--- src/main_flag_mode_regs.vh ---
// Register addresses, bit positions and reset values of the main flag, mode and regulator block.
`ifndef MAIN_FLAG_MODE_REGS_VH
`define MAIN_FLAG_MODE_REGS_VH

`define ADDR_W            6
`define DATA_W            16
`define NUM_RAILS         7
`define ADDR_EVENT_FLAGS  6'h00
`define ADDR_MODE_CTRL    6'h01
`define ADDR_REG_REQ      6'h02

// Data bits are numbered as printed (bit 23 down to bit 8); bit 8 maps to data[0].
`define BIT_BASE          8
`define FLG_COMM_FAULT    15
`define FLG_WAKE          14
`define FLG_PREREG        13
`define FLG_STEPUP        12
`define FLG_SD1           11
`define FLG_SD2           10
`define FLG_SD3           9
`define FLG_LIN1          8
`define FLG_LIN2          7
`define FLG_CRC           1
`define FLG_ACCESS        0

`define MODE_PLL_LOCK     8
`define MODE_EXT_SEL      7
`define MODE_EXT_DIS      6
`define MODE_NORMAL       5
`define MODE_WAKE_PIN_TWO_BLK    2
`define MODE_WAKE_PIN_ONE_BLK    1
`define MODE_STBY         0

`define REQ_PD_OFF        15
`define REQ_OFF_LSB       8
`define REQ_ON_LSB        0

`define RST_NORMAL        1'b1
`define RST_BIT           1'b0
`define ZERO_WORD         16'h0000
`define ZERO_RAILS        7'h00

`endif

--- src/rail_request_pulse.v ---
// Per-rail on/off request pulse generator with disable priority.
`include "main_flag_mode_regs.vh"

module rail_request_pulse (
  // Clock and reset
  input  wire                    clock_i,
  input  wire                    reset_i,
  // Write strobe and requested bits
  input  wire                    wr_i,
  input  wire [`NUM_RAILS-1:0]   on_bits_i,
  input  wire [`NUM_RAILS-1:0]   off_bits_i,
  // Pulses
  output reg  [`NUM_RAILS-1:0]   on_pulse_o,
  output reg  [`NUM_RAILS-1:0]   off_pulse_o
);

  genvar g;
  generate
    for (g = 0; g < `NUM_RAILS; g = g + 1) begin : rail
      always @(posedge clock_i or posedge reset_i) begin
        if (reset_i) begin
          on_pulse_o[g]  <= `RST_BIT;
          off_pulse_o[g] <= `RST_BIT;
        end else begin
          off_pulse_o[g] <= wr_i & off_bits_i[g];
          on_pulse_o[g]  <= wr_i & on_bits_i[g] & ~off_bits_i[g];
        end
      end
    end
  endgenerate

endmodule

--- src/main_flag_mode_regctrl_regs.v ---
// Main-domain flag, mode and regulator request registers behind the I2C register port.
`include "main_flag_mode_regs.vh"

module main_flag_mode_regctrl_regs (
  // Clock and reset
  input  wire                    clock_i,
  input  wire                    reset_i,
  // Register port from the I2C frame decoder
  input  wire                    reg_wr_i,
  input  wire                    reg_rd_i,
  input  wire [`ADDR_W-1:0]      reg_addr_i,
  input  wire [`DATA_W-1:0]      reg_wdata_i,
  output reg  [`DATA_W-1:0]      reg_rdata_o,
  output reg                     reg_rvalid_o,
  // Communication error events
  input  wire                    crc_error_event_i,
  input  wire                    access_violation_event_i,
  input  wire                    failsafe_comm_summary_i,
  // Individual event flags
  input  wire                    wake_input1_flag_i,
  input  wire                    wake_input2_flag_i,
  input  wire                    prereg_overcurrent_i,
  input  wire                    prereg_undervolt_high_i,
  input  wire                    prereg_undervolt_low_i,
  input  wire                    prereg_feedback_overvolt_i,
  input  wire                    stepup_overtemp_i,
  input  wire                    stepup_overvolt_i,
  input  wire                    stepdown1_overcurrent_i,
  input  wire                    stepdown1_overtemp_i,
  input  wire                    stepdown2_overcurrent_i,
  input  wire                    stepdown2_overtemp_i,
  input  wire                    stepdown3_overcurrent_i,
  input  wire                    stepdown3_overtemp_i,
  input  wire                    linear1_overcurrent_i,
  input  wire                    linear1_overtemp_i,
  input  wire                    linear2_overcurrent_i,
  input  wire                    linear2_overtemp_i,
  // Live status
  input  wire                    pll_locked_live_i,
  input  wire                    ext_sync_selected_live_i,
  input  wire                    main_fsm_in_normal_i,
  // Mode controls
  output reg                     ext_sync_disable_req_o,
  output reg                     standby_request_o,
  output reg                     wake_input1_block_o,
  output reg                     wake_input2_block_o,
  // Regulator controls, rail order: pre-reg, boost, step-down 1..3, linear 1..2 (msb first)
  output reg                     prereg_pulldown_off_o,
  output wire [`NUM_RAILS-1:0]   rail_on_req_o,
  output wire [`NUM_RAILS-1:0]   rail_off_req_o,
  // Status
  output reg                     main_crc_error_flag_o,
  output reg                     main_access_violation_flag_o
);

  reg                  crc_flag_ff;
  reg                  access_flag_ff;
  reg                  wake_pin_one_block_ff;
  reg                  wake_pin_two_block_ff;
  reg                  pd_off_ff;
  reg                  normal_ff;
  reg                  nxt_crc_flag;
  reg                  nxt_access_flag;
  reg [`DATA_W-1:0]    nxt_rdata;
  reg [`DATA_W-1:0]    flags_word;
  reg [`DATA_W-1:0]    mode_word;
  reg [`DATA_W-1:0]    req_word;

  wire wr_flags = reg_wr_i & (reg_addr_i == `ADDR_EVENT_FLAGS);
  wire wr_mode  = reg_wr_i & (reg_addr_i == `ADDR_MODE_CTRL);
  wire wr_req   = reg_wr_i & (reg_addr_i == `ADDR_REG_REQ);

  // Clear requests carried by a write of one to the error flag bits.
  wire clr_crc    = wr_flags & reg_wdata_i[`FLG_CRC];
  wire clr_access = wr_flags & reg_wdata_i[`FLG_ACCESS];

  // Summary terms are formed live from their sources and never stored, so a
  // summary can only fall once every flag that feeds it has been cleared.
  wire comm_fault_sum = crc_flag_ff | access_flag_ff | failsafe_comm_summary_i;
  wire wake_sum       = wake_input1_flag_i | wake_input2_flag_i;
  wire prereg_sum     = prereg_overcurrent_i | prereg_undervolt_high_i
                        | prereg_undervolt_low_i | prereg_feedback_overvolt_i;
  wire stepup_sum     = stepup_overtemp_i | stepup_overvolt_i;
  wire sd1_sum        = stepdown1_overcurrent_i | stepdown1_overtemp_i;
  wire sd2_sum        = stepdown2_overcurrent_i | stepdown2_overtemp_i;
  wire sd3_sum        = stepdown3_overcurrent_i | stepdown3_overtemp_i;
  wire lin1_sum       = linear1_overcurrent_i | linear1_overtemp_i;
  wire lin2_sum       = linear2_overcurrent_i | linear2_overtemp_i;

  // A new CRC event overrides a simultaneous clear so that no event is lost.
  always @* begin
    nxt_crc_flag = crc_flag_ff;
    if (clr_crc)
      nxt_crc_flag = 1'b0;
    if (crc_error_event_i)
      nxt_crc_flag = 1'b1;
  end

  // A new access violation overrides a simultaneous clear as well.
  always @* begin
    nxt_access_flag = access_flag_ff;
    if (clr_access)
      nxt_access_flag = 1'b0;
    if (access_violation_event_i)
      nxt_access_flag = 1'b1;
  end

  always @(posedge clock_i or posedge reset_i) begin
    if (reset_i) begin
      crc_flag_ff           <= `RST_BIT;
      main_crc_error_flag_o <= `RST_BIT;
    end else begin
      crc_flag_ff           <= nxt_crc_flag;
      main_crc_error_flag_o <= nxt_crc_flag;
    end
  end

  always @(posedge clock_i or posedge reset_i) begin
    if (reset_i) begin
      access_flag_ff               <= `RST_BIT;
      main_access_violation_flag_o <= `RST_BIT;
    end else begin
      access_flag_ff               <= nxt_access_flag;
      main_access_violation_flag_o <= nxt_access_flag;
    end
  end

  // Normal-mode status is registered once and reads as one after power-on.
  always @(posedge clock_i or posedge reset_i) begin
    if (reset_i) begin
      normal_ff <= `RST_NORMAL;
    end else begin
      normal_ff <= main_fsm_in_normal_i;
    end
  end

  // Mode requests are single-cycle pulses; writing zero produces none.
  always @(posedge clock_i or posedge reset_i) begin
    if (reset_i) begin
      ext_sync_disable_req_o <= `RST_BIT;
      standby_request_o      <= `RST_BIT;
    end else begin
      ext_sync_disable_req_o <= wr_mode & reg_wdata_i[`MODE_EXT_DIS];
      standby_request_o      <= wr_mode & reg_wdata_i[`MODE_STBY];
    end
  end

  // Wake input disables are stored bits mirrored on the outputs.
  always @(posedge clock_i or posedge reset_i) begin
    if (reset_i) begin
      wake_pin_one_block_ff      <= `RST_BIT;
      wake_pin_two_block_ff      <= `RST_BIT;
      wake_input1_block_o <= `RST_BIT;
      wake_input2_block_o <= `RST_BIT;
    end else if (wr_mode) begin
      wake_pin_one_block_ff      <= reg_wdata_i[`MODE_WAKE_PIN_ONE_BLK];
      wake_pin_two_block_ff      <= reg_wdata_i[`MODE_WAKE_PIN_TWO_BLK];
      wake_input1_block_o <= reg_wdata_i[`MODE_WAKE_PIN_ONE_BLK];
      wake_input2_block_o <= reg_wdata_i[`MODE_WAKE_PIN_TWO_BLK];
    end
  end

  // Pre-regulator pull-down control is the only stored bit of the request register.
  always @(posedge clock_i or posedge reset_i) begin
    if (reset_i) begin
      pd_off_ff             <= `RST_BIT;
      prereg_pulldown_off_o <= `RST_BIT;
    end else if (wr_req) begin
      pd_off_ff             <= reg_wdata_i[`REQ_PD_OFF];
      prereg_pulldown_off_o <= reg_wdata_i[`REQ_PD_OFF];
    end
  end

  rail_request_pulse rail_request_pulse_i (
    .clock_i     (clock_i),
    .reset_i     (reset_i),
    .wr_i        (wr_req),
    .on_bits_i   (reg_wdata_i[`REQ_ON_LSB +: `NUM_RAILS]),
    .off_bits_i  (reg_wdata_i[`REQ_OFF_LSB +: `NUM_RAILS]),
    .on_pulse_o  (rail_on_req_o),
    .off_pulse_o (rail_off_req_o)
  );

  // Flag register image; unused bits read as zero.
  always @* begin
    flags_word                 = `ZERO_WORD;
    flags_word[`FLG_COMM_FAULT] = comm_fault_sum;
    flags_word[`FLG_WAKE]      = wake_sum;
    flags_word[`FLG_PREREG]    = prereg_sum;
    flags_word[`FLG_STEPUP]    = stepup_sum;
    flags_word[`FLG_SD1]       = sd1_sum;
    flags_word[`FLG_SD2]       = sd2_sum;
    flags_word[`FLG_SD3]       = sd3_sum;
    flags_word[`FLG_LIN1]      = lin1_sum;
    flags_word[`FLG_LIN2]      = lin2_sum;
    flags_word[`FLG_CRC]       = crc_flag_ff;
    flags_word[`FLG_ACCESS]    = access_flag_ff;
  end

  // Mode register image; request bits read back as reserved zero.
  always @* begin
    mode_word                  = `ZERO_WORD;
    mode_word[`MODE_PLL_LOCK]  = pll_locked_live_i;
    mode_word[`MODE_EXT_SEL]   = ext_sync_selected_live_i;
    mode_word[`MODE_NORMAL]    = normal_ff;
    mode_word[`MODE_WAKE_PIN_TWO_BLK] = wake_pin_two_block_ff;
    mode_word[`MODE_WAKE_PIN_ONE_BLK] = wake_pin_one_block_ff;
  end

  // Request register image: only the pull-down control reads back.
  always @* begin
    req_word              = `ZERO_WORD;
    req_word[`REQ_PD_OFF] = pd_off_ff;
  end

  // Unmapped addresses read as zero.
  always @* begin
    nxt_rdata = `ZERO_WORD;
    case (reg_addr_i)
      `ADDR_EVENT_FLAGS: nxt_rdata = flags_word;
      `ADDR_MODE_CTRL:   nxt_rdata = mode_word;
      `ADDR_REG_REQ:     nxt_rdata = req_word;
      default:           nxt_rdata = `ZERO_WORD;
    endcase
  end

  always @(posedge clock_i or posedge reset_i) begin
    if (reset_i) begin
      reg_rvalid_o <= `RST_BIT;
    end else begin
      reg_rvalid_o <= reg_rd_i;
    end
  end

  // Read data is held until the next read so the host may sample it late.
  always @(posedge clock_i or posedge reset_i) begin
    if (reset_i) begin
      reg_rdata_o <= `ZERO_WORD;
    end else if (reg_rd_i) begin
      reg_rdata_o <= nxt_rdata;
    end
  end

endmodule

--- config.mk ---
export PLATFORM = sky130hd
export DESIGN_NAME = main_flag_mode_regctrl_regs
export DESIGN_NICKNAME = d
export VERILOG_FILES = /design/src/rail_request_pulse.v /design/src/main_flag_mode_regctrl_regs.v
export VERILOG_INCLUDE_DIRS = /design/src /design/src/src
export SDC_FILE = /design/constraint.sdc
export NUM_CORES = 1
export LEC_CHECK = 0
export BUFFER_PORTS_ARGS = -buffer_cell sky130_fd_sc_hd__buf_2
export CAP_MARGIN = 10
export CORE_UTILIZATION = 32
export DETAILED_ROUTE_END_ITERATION = 16
export SYNTH_ARGS = -nofsm -noshare
export SYNTH_HDL_FRONTEND = slang
export SYNTH_SLANG_ARGS = --single-unit
--- constraint.sdc ---
create_clock -name clock_i -period 0.94 [get_ports clock_i]
set_input_delay 0.188 -clock clock_i [delete_from_list [all_inputs] [get_ports clock_i]]
set_output_delay 0.188 -clock clock_i [all_outputs]
set_load 0.02 [all_outputs]
Yosys cells after proc, flatten, opt, wreduce, memory -nomap -nowiden
Cells that the tools add are included.
Storage, ports and cells
  input bits: 50
  register bits after elaboration: 39
  word-level logic and storage cells: 81
  output and inout bits: 38
Cells by class
  bitwise logic cells: 47
  reductions and logical operators: 3
  multiplexer cells: 5
  equality and inequality tests: 2
Operators with widths (number)
  $pmux W16 S3: 1
  $and A1 B1 Y1: 28
  $or A1 B1 Y1: 12
  $not A1 Y1: 7
  $eq A6 B1 Y1 const B: 1
  $eq A6 B2 Y1 const B: 1
  $logic_not A6 Y1: 1
  $mux W1: 4
  $reduce_bool A2 Y1: 2

Depth between registers and ports, before layout
Gate-level depths: netlist of the first run.
  depth after elaboration: 5
  gate-level depth with buffers: 4
  depth with buffers taken out: 3

Modules after synthesis
Synthesis of the first run repeated with hierarchy kept, for this count alone.
Unflattened totals
  cells, all modules: 124
  area, all modules: 1508.9 um2
Modules (own cells, without submodules)
  main_flag_mode_regctrl_regs: sequential area each 551.8 um2, area each 1026.0 um2, times used 1, cells each 94
  rail_request_pulse: sequential area each 350.3 um2, area each 483.0 um2, times used 1, cells each 30

Least setup slack after synthesis of the first run
OpenSTA, ideal clock, no wires.
  path type: in2reg
  start point: in reg_addr_i[3]
  end point: reg wake_pin_one_block_ff
  setup slack: -0.435 ns
  data arrival time: 1.251 ns
  data required time: 0.815 ns
  path buffers: 0
  library setup time: 0.125 ns
  stages on the path: 3
  cell sequence: nor4_4 -> nor3b_4 -> mux2_2
On the way
  word-level cells in the longest chain between the ends: 2
Ends and longest elaborated chain
  start, declared: line main_flag_mode_regctrl_regs.v:11  | input wire [`ADDR_W-1:0] reg_addr_i,
  $eq A6 B1 Y1
  $and A1 B1 Y1: line main_flag_mode_regctrl_regs.v:70  | wire wr_mode = reg_wr_i & (reg_addr_i == `ADDR_MODE_CTRL);
  end signal, assigned: line main_flag_mode_regctrl_regs.v:151  | wake_pin_one_block_ff <= `RST_BIT;
  end signal, assigned: line main_flag_mode_regctrl_regs.v:156  | wake_pin_one_block_ff <= reg_wdata_i[`MODE_WAKE_PIN_ONE_BLK];
  end, declared: line main_flag_mode_regctrl_regs.v:58  | reg wake_pin_one_block_ff;
No other way between the ends.
A chain may end at the register's enable or synchronous reset.

==> flow_metrics.py, run 1 <==
metrics = {
    "synth": {
        "ys_types": 28,
        "synth_seq_cells": 36,
        "yosys_warnings": 0,
        "synth_area_leaders": "dfrtp_1 60%, o22ai_1 5.6%, nor3b_1 4.1%",
        "synth-edff-count": 0,
        "synth_largest_area_cell": "dfrtp_1",
        "avgSynthCellArea_sq_um": 12.0,
        "synth_top_area_frac": 0.601,
        "synthFlopType": "dfrtp_1",
        "synth.yosys.seq_area_share": 0.619,
        "async_flop_share": 1.00,
        "synth_area_sq_mm": 0.00146,
        "postSynthCellCount": 121,
    },
    "placed_design": {
        "gp_congestion": 0.670,
        "dpl_cell_area_sq_mm": 0.00208,
        "dp_cells": 265,
        "dp_hpwl_mm": 2.70,
        "io_buffers": 83,
    },
    "setup_path": {
        "crit_path_start_kind": "register",
        "cp_cell_sequence": "buf_6 > buf_6",
        "worst-setup-path-type": "register to primary output",
        "cp.buffers_inverters": 2,
        "r2r_cells": 3,
        "cp.required_ns": 0.75,
        "cpPeakStageDelay_ns": 0.41,
        "endpoint_kind": "primary output",
        "r2r-start": "access_flag_ff$_DFFE_PP0P_",
        "critPathTopFamily": "flip-flops",
        "reg2reg_to": "reg_rdata_o[15]$_DFFE_PP0P_",
        "slowest_stage": "dfrtp_2",
        "path_max_fanout": 2,
        "cp_common_cell": "buf_6",
        "arrival_ns": 0.92,
        "r2r_setup_slack_ns": -0.02,
    },
    "timing": {
        "rsz0062_at_grt": "true",
        "finalCriticalPeriod_ns": 1.11,
        "setup_slack_ns": -0.166,
        "slew_viol_final": 0,
        "whs_ns": 0.0682,
        "max_freq_mhz": 904,
        "min_period_over_period": 1.18,
        "hold_viol_final": 0,
        "fin_skew_ns": 0.00328,
        "finalSetupViolations": 60,
    },
    "route": {
        "vias": 1338,
        "drtIter0Drc": 41,
        "drtPass1Iterations": 4,
        "routed_wl_mm": 3.75,
        "wl_per_cell_microns": 13.0,
        "final_antenna_net_count": 0,
        "routed_via_density": 4.63,
        "drc": 0,
    },
    "clock_network": {
        "clk_pin_slew_ns": 0.07,
        "tritoncts": "yes",
        "cts_buffer_depth": 2,
        "root_buffer": "clkbuf_8",
        "cts_buffers": 5,
        "cts.sinks": 36,
        "htree_levels": 2,
        "clk_latency_ns": 0.28,
    },
    "grt": {
        "grt_overflow_total": 0,
        "grt_pass1_wl_mm": 6.19,
        "grt.total_usage": 0.165,
        "grt_pass1_vias": 1396,
        "grt_max_degree": 20,
        "antenna_found_initial": 0,
    },
    "die": {
        "ioPinCount": 88,
        "dieArea_sq_mm": 0.00483,
        "core_area_sq_mm": 0.00435,
        "start_util": 0.335,
        "core.rowCount": 24,
        "fp.dieW_microns": 69.5,
        "fp.dieH_microns": 69.5,
    },
    "pwr": {
        "p_leak_nw": 1.29,
        "pwr_density_cell_mw_per_mm2": 1230,
        "finalPower_mw": 3.21,
        "vdd_drop_max_mv": 1.02,
    },
    "cells_and_area": {
        "final_core_util": 0.600,
        "nets": 286,
        "antenna_cells": 0,
        "fin_area_sq_mm": 0.00261,
        "finalNonFillerCells": 289,
        "syn2layout_area_growth_pct": 79.2,
        "fillers": 358,
        "drive_gt1_frac": 0.616,
    },
    "hold_path": {
        "hp-class": "input pin to register",
        "worstHoldEndpoint": "rail_request_pulse_i.on_pulse_o[2]$_DFF_PP0_",
        "hp-start": "reg_wdata_i[10]",
        "holdPathStages": 2,
    },
    "run_status": {
        "outcome": "complete, but fails checks",
        "violations": "setup timing",
    },
    "run": {
        "drv_cap": 0,
    },
}
## worst max-delay path by stage
stage	cells past startpoint	startpoint	slack, ns	to
after detailed placement	6	reg_addr_i[4]	-0.48	reg_rdata_o[7]$_DFFE_PP0P_
after CTS	2	access_flag_ff$_DFFE_PP0P_	-0.17	main_access_violation_flag_o
after floorplan	3	reg_addr_i[4]	-0.43	wake_pin_one_block_ff$_DFFE_PP0N_
after global placement	4	reg_addr_i[4]	-0.42	wake_pin_two_block_ff$_DFFE_PP0N_
after global routing	6	reg_addr_i[2]	-0.20	reg_rdata_o[7]$_DFFE_PP0P_
final	2	access_flag_ff$_DFFE_PP0P_	-0.17	main_access_violation_flag_o
## stage by stage
stage          TNS (ns)  setup WS (ns)
4_1_cts           -4.05         -0.174
3_5_place_dp     -13.73         -0.482
3_3_place_gp     -12.60         -0.421
5_1_grt           -5.84         -0.199
6_report          -3.73         -0.166
2_1_floorplan     -6.42         -0.427
## flip-flops by register name, summed over array words and instances (netlist names)
| register | count |
|---|---|
| reg_rdata_o | 13 |
| rail_request_pulse_i.off_pulse_o | 7 |
| rail_request_pulse_i.on_pulse_o | 7 |
| access_flag_ff | 1 |
| crc_flag_ff | 1 |
| ext_sync_disable_req_o | 1 |
| normal_ff | 1 |
| pd_off_ff | 1 |
| reg_rvalid_o | 1 |
| standby_request_o | 1 |
| wake_pin_one_block_ff | 1 |
| wake_pin_two_block_ff | 1 |
## layout make-up
class | instances | area (sq um) | share of cell area
well taps | 52 | 65.1 | 0.0249
flip-flops and latches | 36 | 905 | 0.346
inverters | 15 | 60.1 | 0.0230
repair buffers | 113 | 905 | 0.346
clock buffers | 8 | 90.1 | 0.0345
multi-input cells | 65 | 588 | 0.225
## routing by layer
metal  up-vias  global-route usage  routed length (microns)
met3         5              0.0625                      326
li1        641                   -                        -
met4         0              0.0476                       27
met1       629               0.191                     1490
met5         -                   0                        0
met2        63               0.284                     1900
## report_power, final
| part | total (mW) | switching, mW | internal, mW |
|---|---|---|---|
| registers | 1.60 | 0.0209 | 1.58 |
| clock network | 1.12 | 0.521 | 0.598 |
| logic | 0.485 | 0.227 | 0.259 |
## kinds of logic after synthesis
| group | synth area share |
|---|---|
| multiplexers | 0.0326 |
| flip-flops | 0.619 |
| buffers and inverters | 0.0652 |
| AO/OA/AOI/OAI | 0.106 |
| other | 0.00257 |
| AND/OR/NAND/NOR | 0.175 |
## cells in the final DEF, fill, tap and decap left out, drive strengths merged
cell type    instances
mux2                 3
and2                 9
nor4                 2
inv                 14
nand2b               2
and4b                1
conb                 3
dfstp                1
o41ai                1
nand2                6
a211o                1
nor3b                9
a21o                 2
clkbuf               8
nand4b               1
dfrtp               35
mux2i                1
dlygate4sd3          2
o22ai               13
buf                111
nand3b               1
nor2                 1
o31ai                2
nand4                2
o21ai                5
clkinvlp             1
## cell usage after synthesis (all sizes together) (2+ instances only)
| cell type | instances |
|---|---|
| nand4 | 2 |
| clkbuf | 3 |
| nor4 | 2 |
| and2 | 9 |
| mux2 | 3 |
| o22ai | 13 |
| nand2 | 6 |
| o21ai | 5 |
| nand2b | 2 |
| nor3b | 9 |
| buf | 4 |
| a21o | 2 |
| dfrtp | 35 |
| inv | 15 |
| o31ai | 2 |
## timing repair
| action | CTS | global route |
|---|---|---|
| buffers inserted | 10 | 5 |
| hold endpoints to repair | 20 | 1 |
| endpoints found under the setup margin | 67 | 62 |
| resized for setup | 91 | 0 |
| hold buffers | 1 | 1 |
| pin swaps | 13 | 5 |
Power figures use the tool's default switching activity.
==> run 2, diff against run 1 <==
Settings changed: BUFFER_PORTS_ARGS -buffer_cell sky130_fd_sc_hd__buf_2 to -buffer_cell sky130_fd_sc_hd__buf_4.
==> run 2 against run 1 <==
The run still ends with setup timing left. Worst setup slack got worse by 0.011 ns. Sequential power about the same. Power grew 2.4%. Sequential cell count is the same. Non-clock buffer count decreased by 2. Cell count is 1.0% lower. Global-route usage is 1.3 points higher. Design area grew 3.8%. Clock skew barely moved. First-iteration DRC count rose by 4.9%. Clock power barely moved. Critical path depth unchanged. Critical endpoint unchanged.
==> flow_metrics.py, run 2 (synthesized netlist as in run 1, its figures left out) <==
metrics = {
    "run_status": {
        "outcome": "complete, but fails checks",
        "violations": "setup timing",
    },
    "setup_path": {
        "worst-setup-path-type": "register to primary output",
        "endpoint_kind": "primary output",
        "cp.required_ns": 0.75,
        "path_max_fanout": 2,
        "crit_path_start_kind": "register",
        "arrival_ns": 0.93,
    },
    "cells_and_area": {
        "drive_gt1_frac": 0.615,
        "layout_common_cells": "67 x buf_4, 42 x buf_6, 33 x dfrtp_1",
        "largest-register": "reg_rdata_o",
        "syn2layout_area_growth_pct": 86.1,
        "fin_area_sq_mm": 0.00271,
        "finalNonFillerCells": 286,
        "reg_top3": "reg_rdata_o (13), rail_request_pulse_i.off_pulse_o (7), rail_request_pulse_i.on_pulse_o (7)",
        "largest_reg_flops": 13,
        "final_core_util": 0.623,
        "nets": 284,
        "antenna_cells": 0,
        "final_common_cell": "buf_4",
    },
    "route": {
        "routed_wl_mm": 4.04,
        "vias": 1349,
        "drtIter0Drc": 43,
        "final_antenna_net_count": 0,
        "wl_per_cell_microns": 14.1,
        "drtPass1Iterations": 4,
        "drc": 0,
        "routed_via_density": 4.72,
    },
    "timing": {
        "whs_ns": 0.0561,
        "fin_skew_ns": 0.00371,
        "finalCriticalPeriod_ns": 1.12,
        "min_period_over_period": 1.19,
        "rsz0062_at_grt": "true",
        "setup_slack_ns": -0.177,
        "hold_viol_final": 0,
        "finalSetupViolations": 62,
        "max_freq_mhz": 895,
        "final.setup.tns_ns": -3.10,
        "slew_viol_final": 0,
    },
    "placed_design": {
        "dpl_cell_area_sq_mm": 0.00226,
        "io_buffers": 83,
        "dp_cells": 263,
        "place_worst_setup_slack_ns": -0.440,
        "dp_hpwl_mm": 3.01,
        "gp_congestion": 0.803,
    },
    "grt": {
        "grt.busiest_layer": "met2",
        "use_met2": 0.314,
        "antenna_found_initial": 0,
        "grt_overflow_total": 0,
        "grt.total_usage": 0.178,
        "grt_pass1_vias": 1458,
        "grt_max_degree": 21,
        "groute.layer.met1.usage": 0.187,
        "grt_use_met3": 0.0828,
        "grt_pass1_wl_mm": 6.59,
    },
    "die": {
        "fp.dieW_microns": 69.5,
        "core_area_sq_mm": 0.00435,
        "fp.dieH_microns": 69.5,
        "dieArea_sq_mm": 0.00483,
        "core.rowCount": 24,
        "start_util": 0.335,
        "ioPinCount": 88,
    },
    "pwr": {
        "finalPower_mw": 3.28,
        "vdd_drop_max_mv": 0.832,
        "pwr_density_cell_mw_per_mm2": 1210,
        "p_leak_nw": 1.31,
    },
    "hold_path": {
        "hp-class": "input pin to register",
    },
    "run": {
        "drv_cap": 0,
    },
    "clock_network": {
        "root_buffer": "clkbuf_8",
        "tritoncts": "yes",
        "cts.sinks": 36,
        "cts_buffer_depth": 2,
        "htree_levels": 2,
        "cts_buffers": 5,
        "clk_latency_ns": 0.28,
        "clk_pin_slew_ns": 0.07,
    },
}
==> run 2: changes by cell type in the layout (fill, tap and decap cells not counted), sizes merged <==
| cell | delta |
|---|---|
| buf | -2 |
| clkbuf | -1 |
==> run 2: worst max-delay path, cell delays in order, from the launching register on <==
cell	delay, ns
dfrtp_2	0.41
buf_6	0.12
buf_6	0.12
==> run 2: area by class of cell <==
class | instances | area (sq um)
inverters | 15 | 60.1
well taps | 52 | 65.1
repair buffers | 111 | 996
multi-input cells | 65 | 591
flip-flops and latches | 36 | 905
clock buffers | 7 | 96.3
fillers | 345 | 1640
==> run 2: repair_timing <==
item                                    in CTS  in global routing
pin swaps                                    2                  9
hold endpoints to repair                    35                  1
resized for setup                           45                 10
buffers inserted                            12                  2
endpoints found under the setup margin      64                 69
gates cloned                                 0                  0
hold buffers                                 1                  1
==> run 2: per-layer routing <==
metal | part of all wire | routed length (microns) | vias to the layer above
met5 | 0 | 0 | -
met4 | 0.012 | 50 | 0
met3 | 0.097 | 394 | 7
met2 | 0.53 | 2130 | 66
met1 | 0.36 | 1470 | 642
li1 | - | - | 634
==> run 2: path summary, 6_finish.rpt <==
check / startpoint / end / slack, ns / cells past startpoint
min reg2reg: normal_ff$_DFF_PP1_ / reg_rdata_o[5]$_DFFE_PP0P_ / 0.53 / 2
max reg2reg: access_flag_ff$_DFFE_PP0P_ / reg_rdata_o[15]$_DFFE_PP0P_ / -0.08 / 3
max: access_flag_ff$_DFFE_PP0P_ / main_access_violation_flag_o / -0.18 / 2
min in group asynchronous: reset_i / wake_pin_one_block_ff$_DFFE_PP0N_ / 0.52 / 4
min: reg_wdata_i[9] / rail_request_pulse_i.on_pulse_o[1]$_DFF_PP0_ / 0.06 / 2
max in group asynchronous: reset_i / normal_ff$_DFF_PP1_ / 0.15 / 4
==> run 2: power by group <==
group	total [mW]	switching, mW	leakage (nW)	internal, mW
Sequential	1.60	0.0224	0.483	1.58
Clock	1.14	0.490	0.0503	0.651
Combinational	0.538	0.234	0.779	0.304
==> run 3, diff against run 2 <==
==> constraint.sdc (replaced) <==
create_clock -name clock_i -period 0.94 [get_ports clock_i]
set_input_delay 0.094 -clock clock_i [delete_from_list [all_inputs] [get_ports clock_i]]
set_output_delay 0.094 -clock clock_i [all_outputs]
set_load 0.02 [all_outputs]
==> run 3 against run 2 <==
The flow still finishes with violations (setup timing). Design area is 1.9% lower. Clock skew is 0.0021 ns higher. Via count is 3.0% lower. Critical endpoint unchanged. Hold slack worse by 0.018 ns. Power is 0.71% lower. Non-clock buffer count is 2 higher. First-iteration DRC count is 58% lower.
==> flow_metrics.py, run 3 (synthesized netlist as in run 1, its figures left out) <==
metrics = {
    "route": {
        "wl_per_cell_microns": 13.5,
        "drc": 0,
        "drtPass1Iterations": 4,
        "final_antenna_net_count": 0,
        "drtIter0Drc": 18,
        "vias": 1309,
        "routed_wl_mm": 3.89,
        "routed_via_density": 4.53,
    },
    "setup_path": {
        "arrival_ns": 0.93,
        "worst-setup-path-type": "register to primary output",
        "r2r_setup_slack_ns": -0.01,
        "path_max_fanout": 2,
        "crit_path_start_kind": "register",
        "endpoint_kind": "primary output",
        "cp.required_ns": 0.85,
    },
    "cells_and_area": {
        "reg_top3": "reg_rdata_o (13), rail_request_pulse_i.off_pulse_o (7), rail_request_pulse_i.on_pulse_o (7)",
        "final_common_cell": "buf_4",
        "drive_gt1_frac": 0.565,
        "largest-register": "reg_rdata_o",
        "nets": 286,
        "largest_reg_flops": 13,
        "antenna_cells": 0,
        "syn2layout_area_growth_pct": 82.6,
        "layout_common_cells": "72 x buf_4, 33 x dfrtp_1, 29 x buf_6",
    },
    "grt": {
        "grt_pass1_vias": 1443,
        "grt_pass1_wl_mm": 6.49,
        "grt.total_usage": 0.173,
        "grt_overflow_total": 0,
        "antenna_found_initial": 0,
        "grt_max_degree": 37,
    },
    "clock_network": {
        "clk_latency_ns": 0.29,
        "tritoncts": "yes",
        "cts_buffer_depth": 2,
        "cts.sinks": 36,
        "root_buffer": "clkbuf_8",
        "clk_pin_slew_ns": 0.07,
        "htree_levels": 2,
        "cts_buffers": 5,
    },
    "die": {
        "core.rowCount": 24,
        "fp.dieH_microns": 69.5,
        "fp.dieW_microns": 69.5,
        "start_util": 0.335,
        "core_area_sq_mm": 0.00435,
        "ioPinCount": 88,
        "dieArea_sq_mm": 0.00483,
    },
    "placed_design": {
        "place_worst_setup_slack_ns": -0.354,
        "gp_congestion": 0.814,
        "io_buffers": 83,
        "dp_hpwl_mm": 2.86,
    },
    "timing": {
        "fin_skew_ns": 0.00584,
        "rsz0062_at_grt": "true",
        "hold_viol_final": 0,
        "finalSetupViolations": 5,
        "max_freq_mhz": 980,
        "slew_viol_final": 0,
        "min_period_over_period": 1.09,
        "final.setup.tns_ns": -0.119,
        "setup_slack_ns": -0.0803,
        "whs_ns": 0.0385,
        "finalCriticalPeriod_ns": 1.02,
    },
    "pwr": {
        "vdd_drop_max_mv": 0.830,
        "p_leak_nw": 1.31,
        "pwr_density_cell_mw_per_mm2": 1230,
        "finalPower_mw": 3.26,
    },
    "run_status": {
        "violations": "setup timing",
        "outcome": "complete, but fails checks",
    },
    "hold_path": {
        "hp-class": "input pin to register",
    },
    "run": {
        "drv_cap": 0,
    },
}
==> run 3: changes by cell type in the layout (fill, tap and decap cells not counted), sizes merged <==
cell	previous run	this run
inv	14	15
dlygate4sd3	2	11
clkinvlp	1	0
clkinv	0	2
clkbuf	7	6
buf	109	102
==> run 3: final cells by class <==
class                      instances  area [sq um]
clock buffer                       6          82.6
clock inverter                     2          10.0
fill                             373          1690
inverter                          15          56.3
multi-input combinational         65           546
sequential                        36           905
tap                               52          65.1
timing repair buffer             113           997
==> run 3: worst paths after layout <==
kind                                            start                               end  depth (start not counted)
max in group asynchronous                     reset_i               normal_ff$_DFF_PP1_                          4
min in group asynchronous                     reset_i             pd_off_ff$_DFFE_PP0N_                          4
setup / recovery           access_flag_ff$_DFFE_PP0P_      main_access_violation_flag_o                          2
hold / removal                         reg_wdata_i[6]  ext_sync_disable_req_o$_DFF_PP0_                          2
setup reg to reg           access_flag_ff$_DFFE_PP0P_       reg_rdata_o[15]$_DFFE_PP0P_                          3
hold reg to reg                   normal_ff$_DFF_PP1_        reg_rdata_o[5]$_DFFE_PP0P_                          2
==> run 3: report_power, final <==
group,switching (mW),total [mW],internal [mW],leakage [nW]
clock network,0.539,1.12,0.584,0.0510
logic,0.216,0.534,0.318,0.779
registers,0.0230,1.60,1.58,0.483
==> run 3: stage by stage <==
stage	util	std cells	instance area, sq um
final	0.611	289	2660
after detailed placement	0.514	259	2240
after floorplan	-	123	1520
after CTS	0.577	284	2510
after global routing	0.611	289	2660
after global placement	0.514	259	2240
==> run 3: timing repair <==
item / in CTS / in global routing
endpoints found under the hold margin: 45 / 0
buffers inserted: 6 / 5
gates resized for setup: 8 / 29
setup endpoints to repair: 15 / 54
pin swaps: 0 / 7
hold buffers: 11 / 0
==> run 3: worst max-delay path, stage by stage, from the launching register on <==
cell and delay [ns]:
dfrtp_2 0.41, buf_6 0.12, buf_6 0.12
==> run 3: routing by layer <==
layer,up-vias,GRT usage,wire (microns)
met5,-,0,0
met4,0,0.0476,46
met3,5,0.0843,396
met2,64,0.288,1910
met1,603,0.198,1540
li1,637,-,-
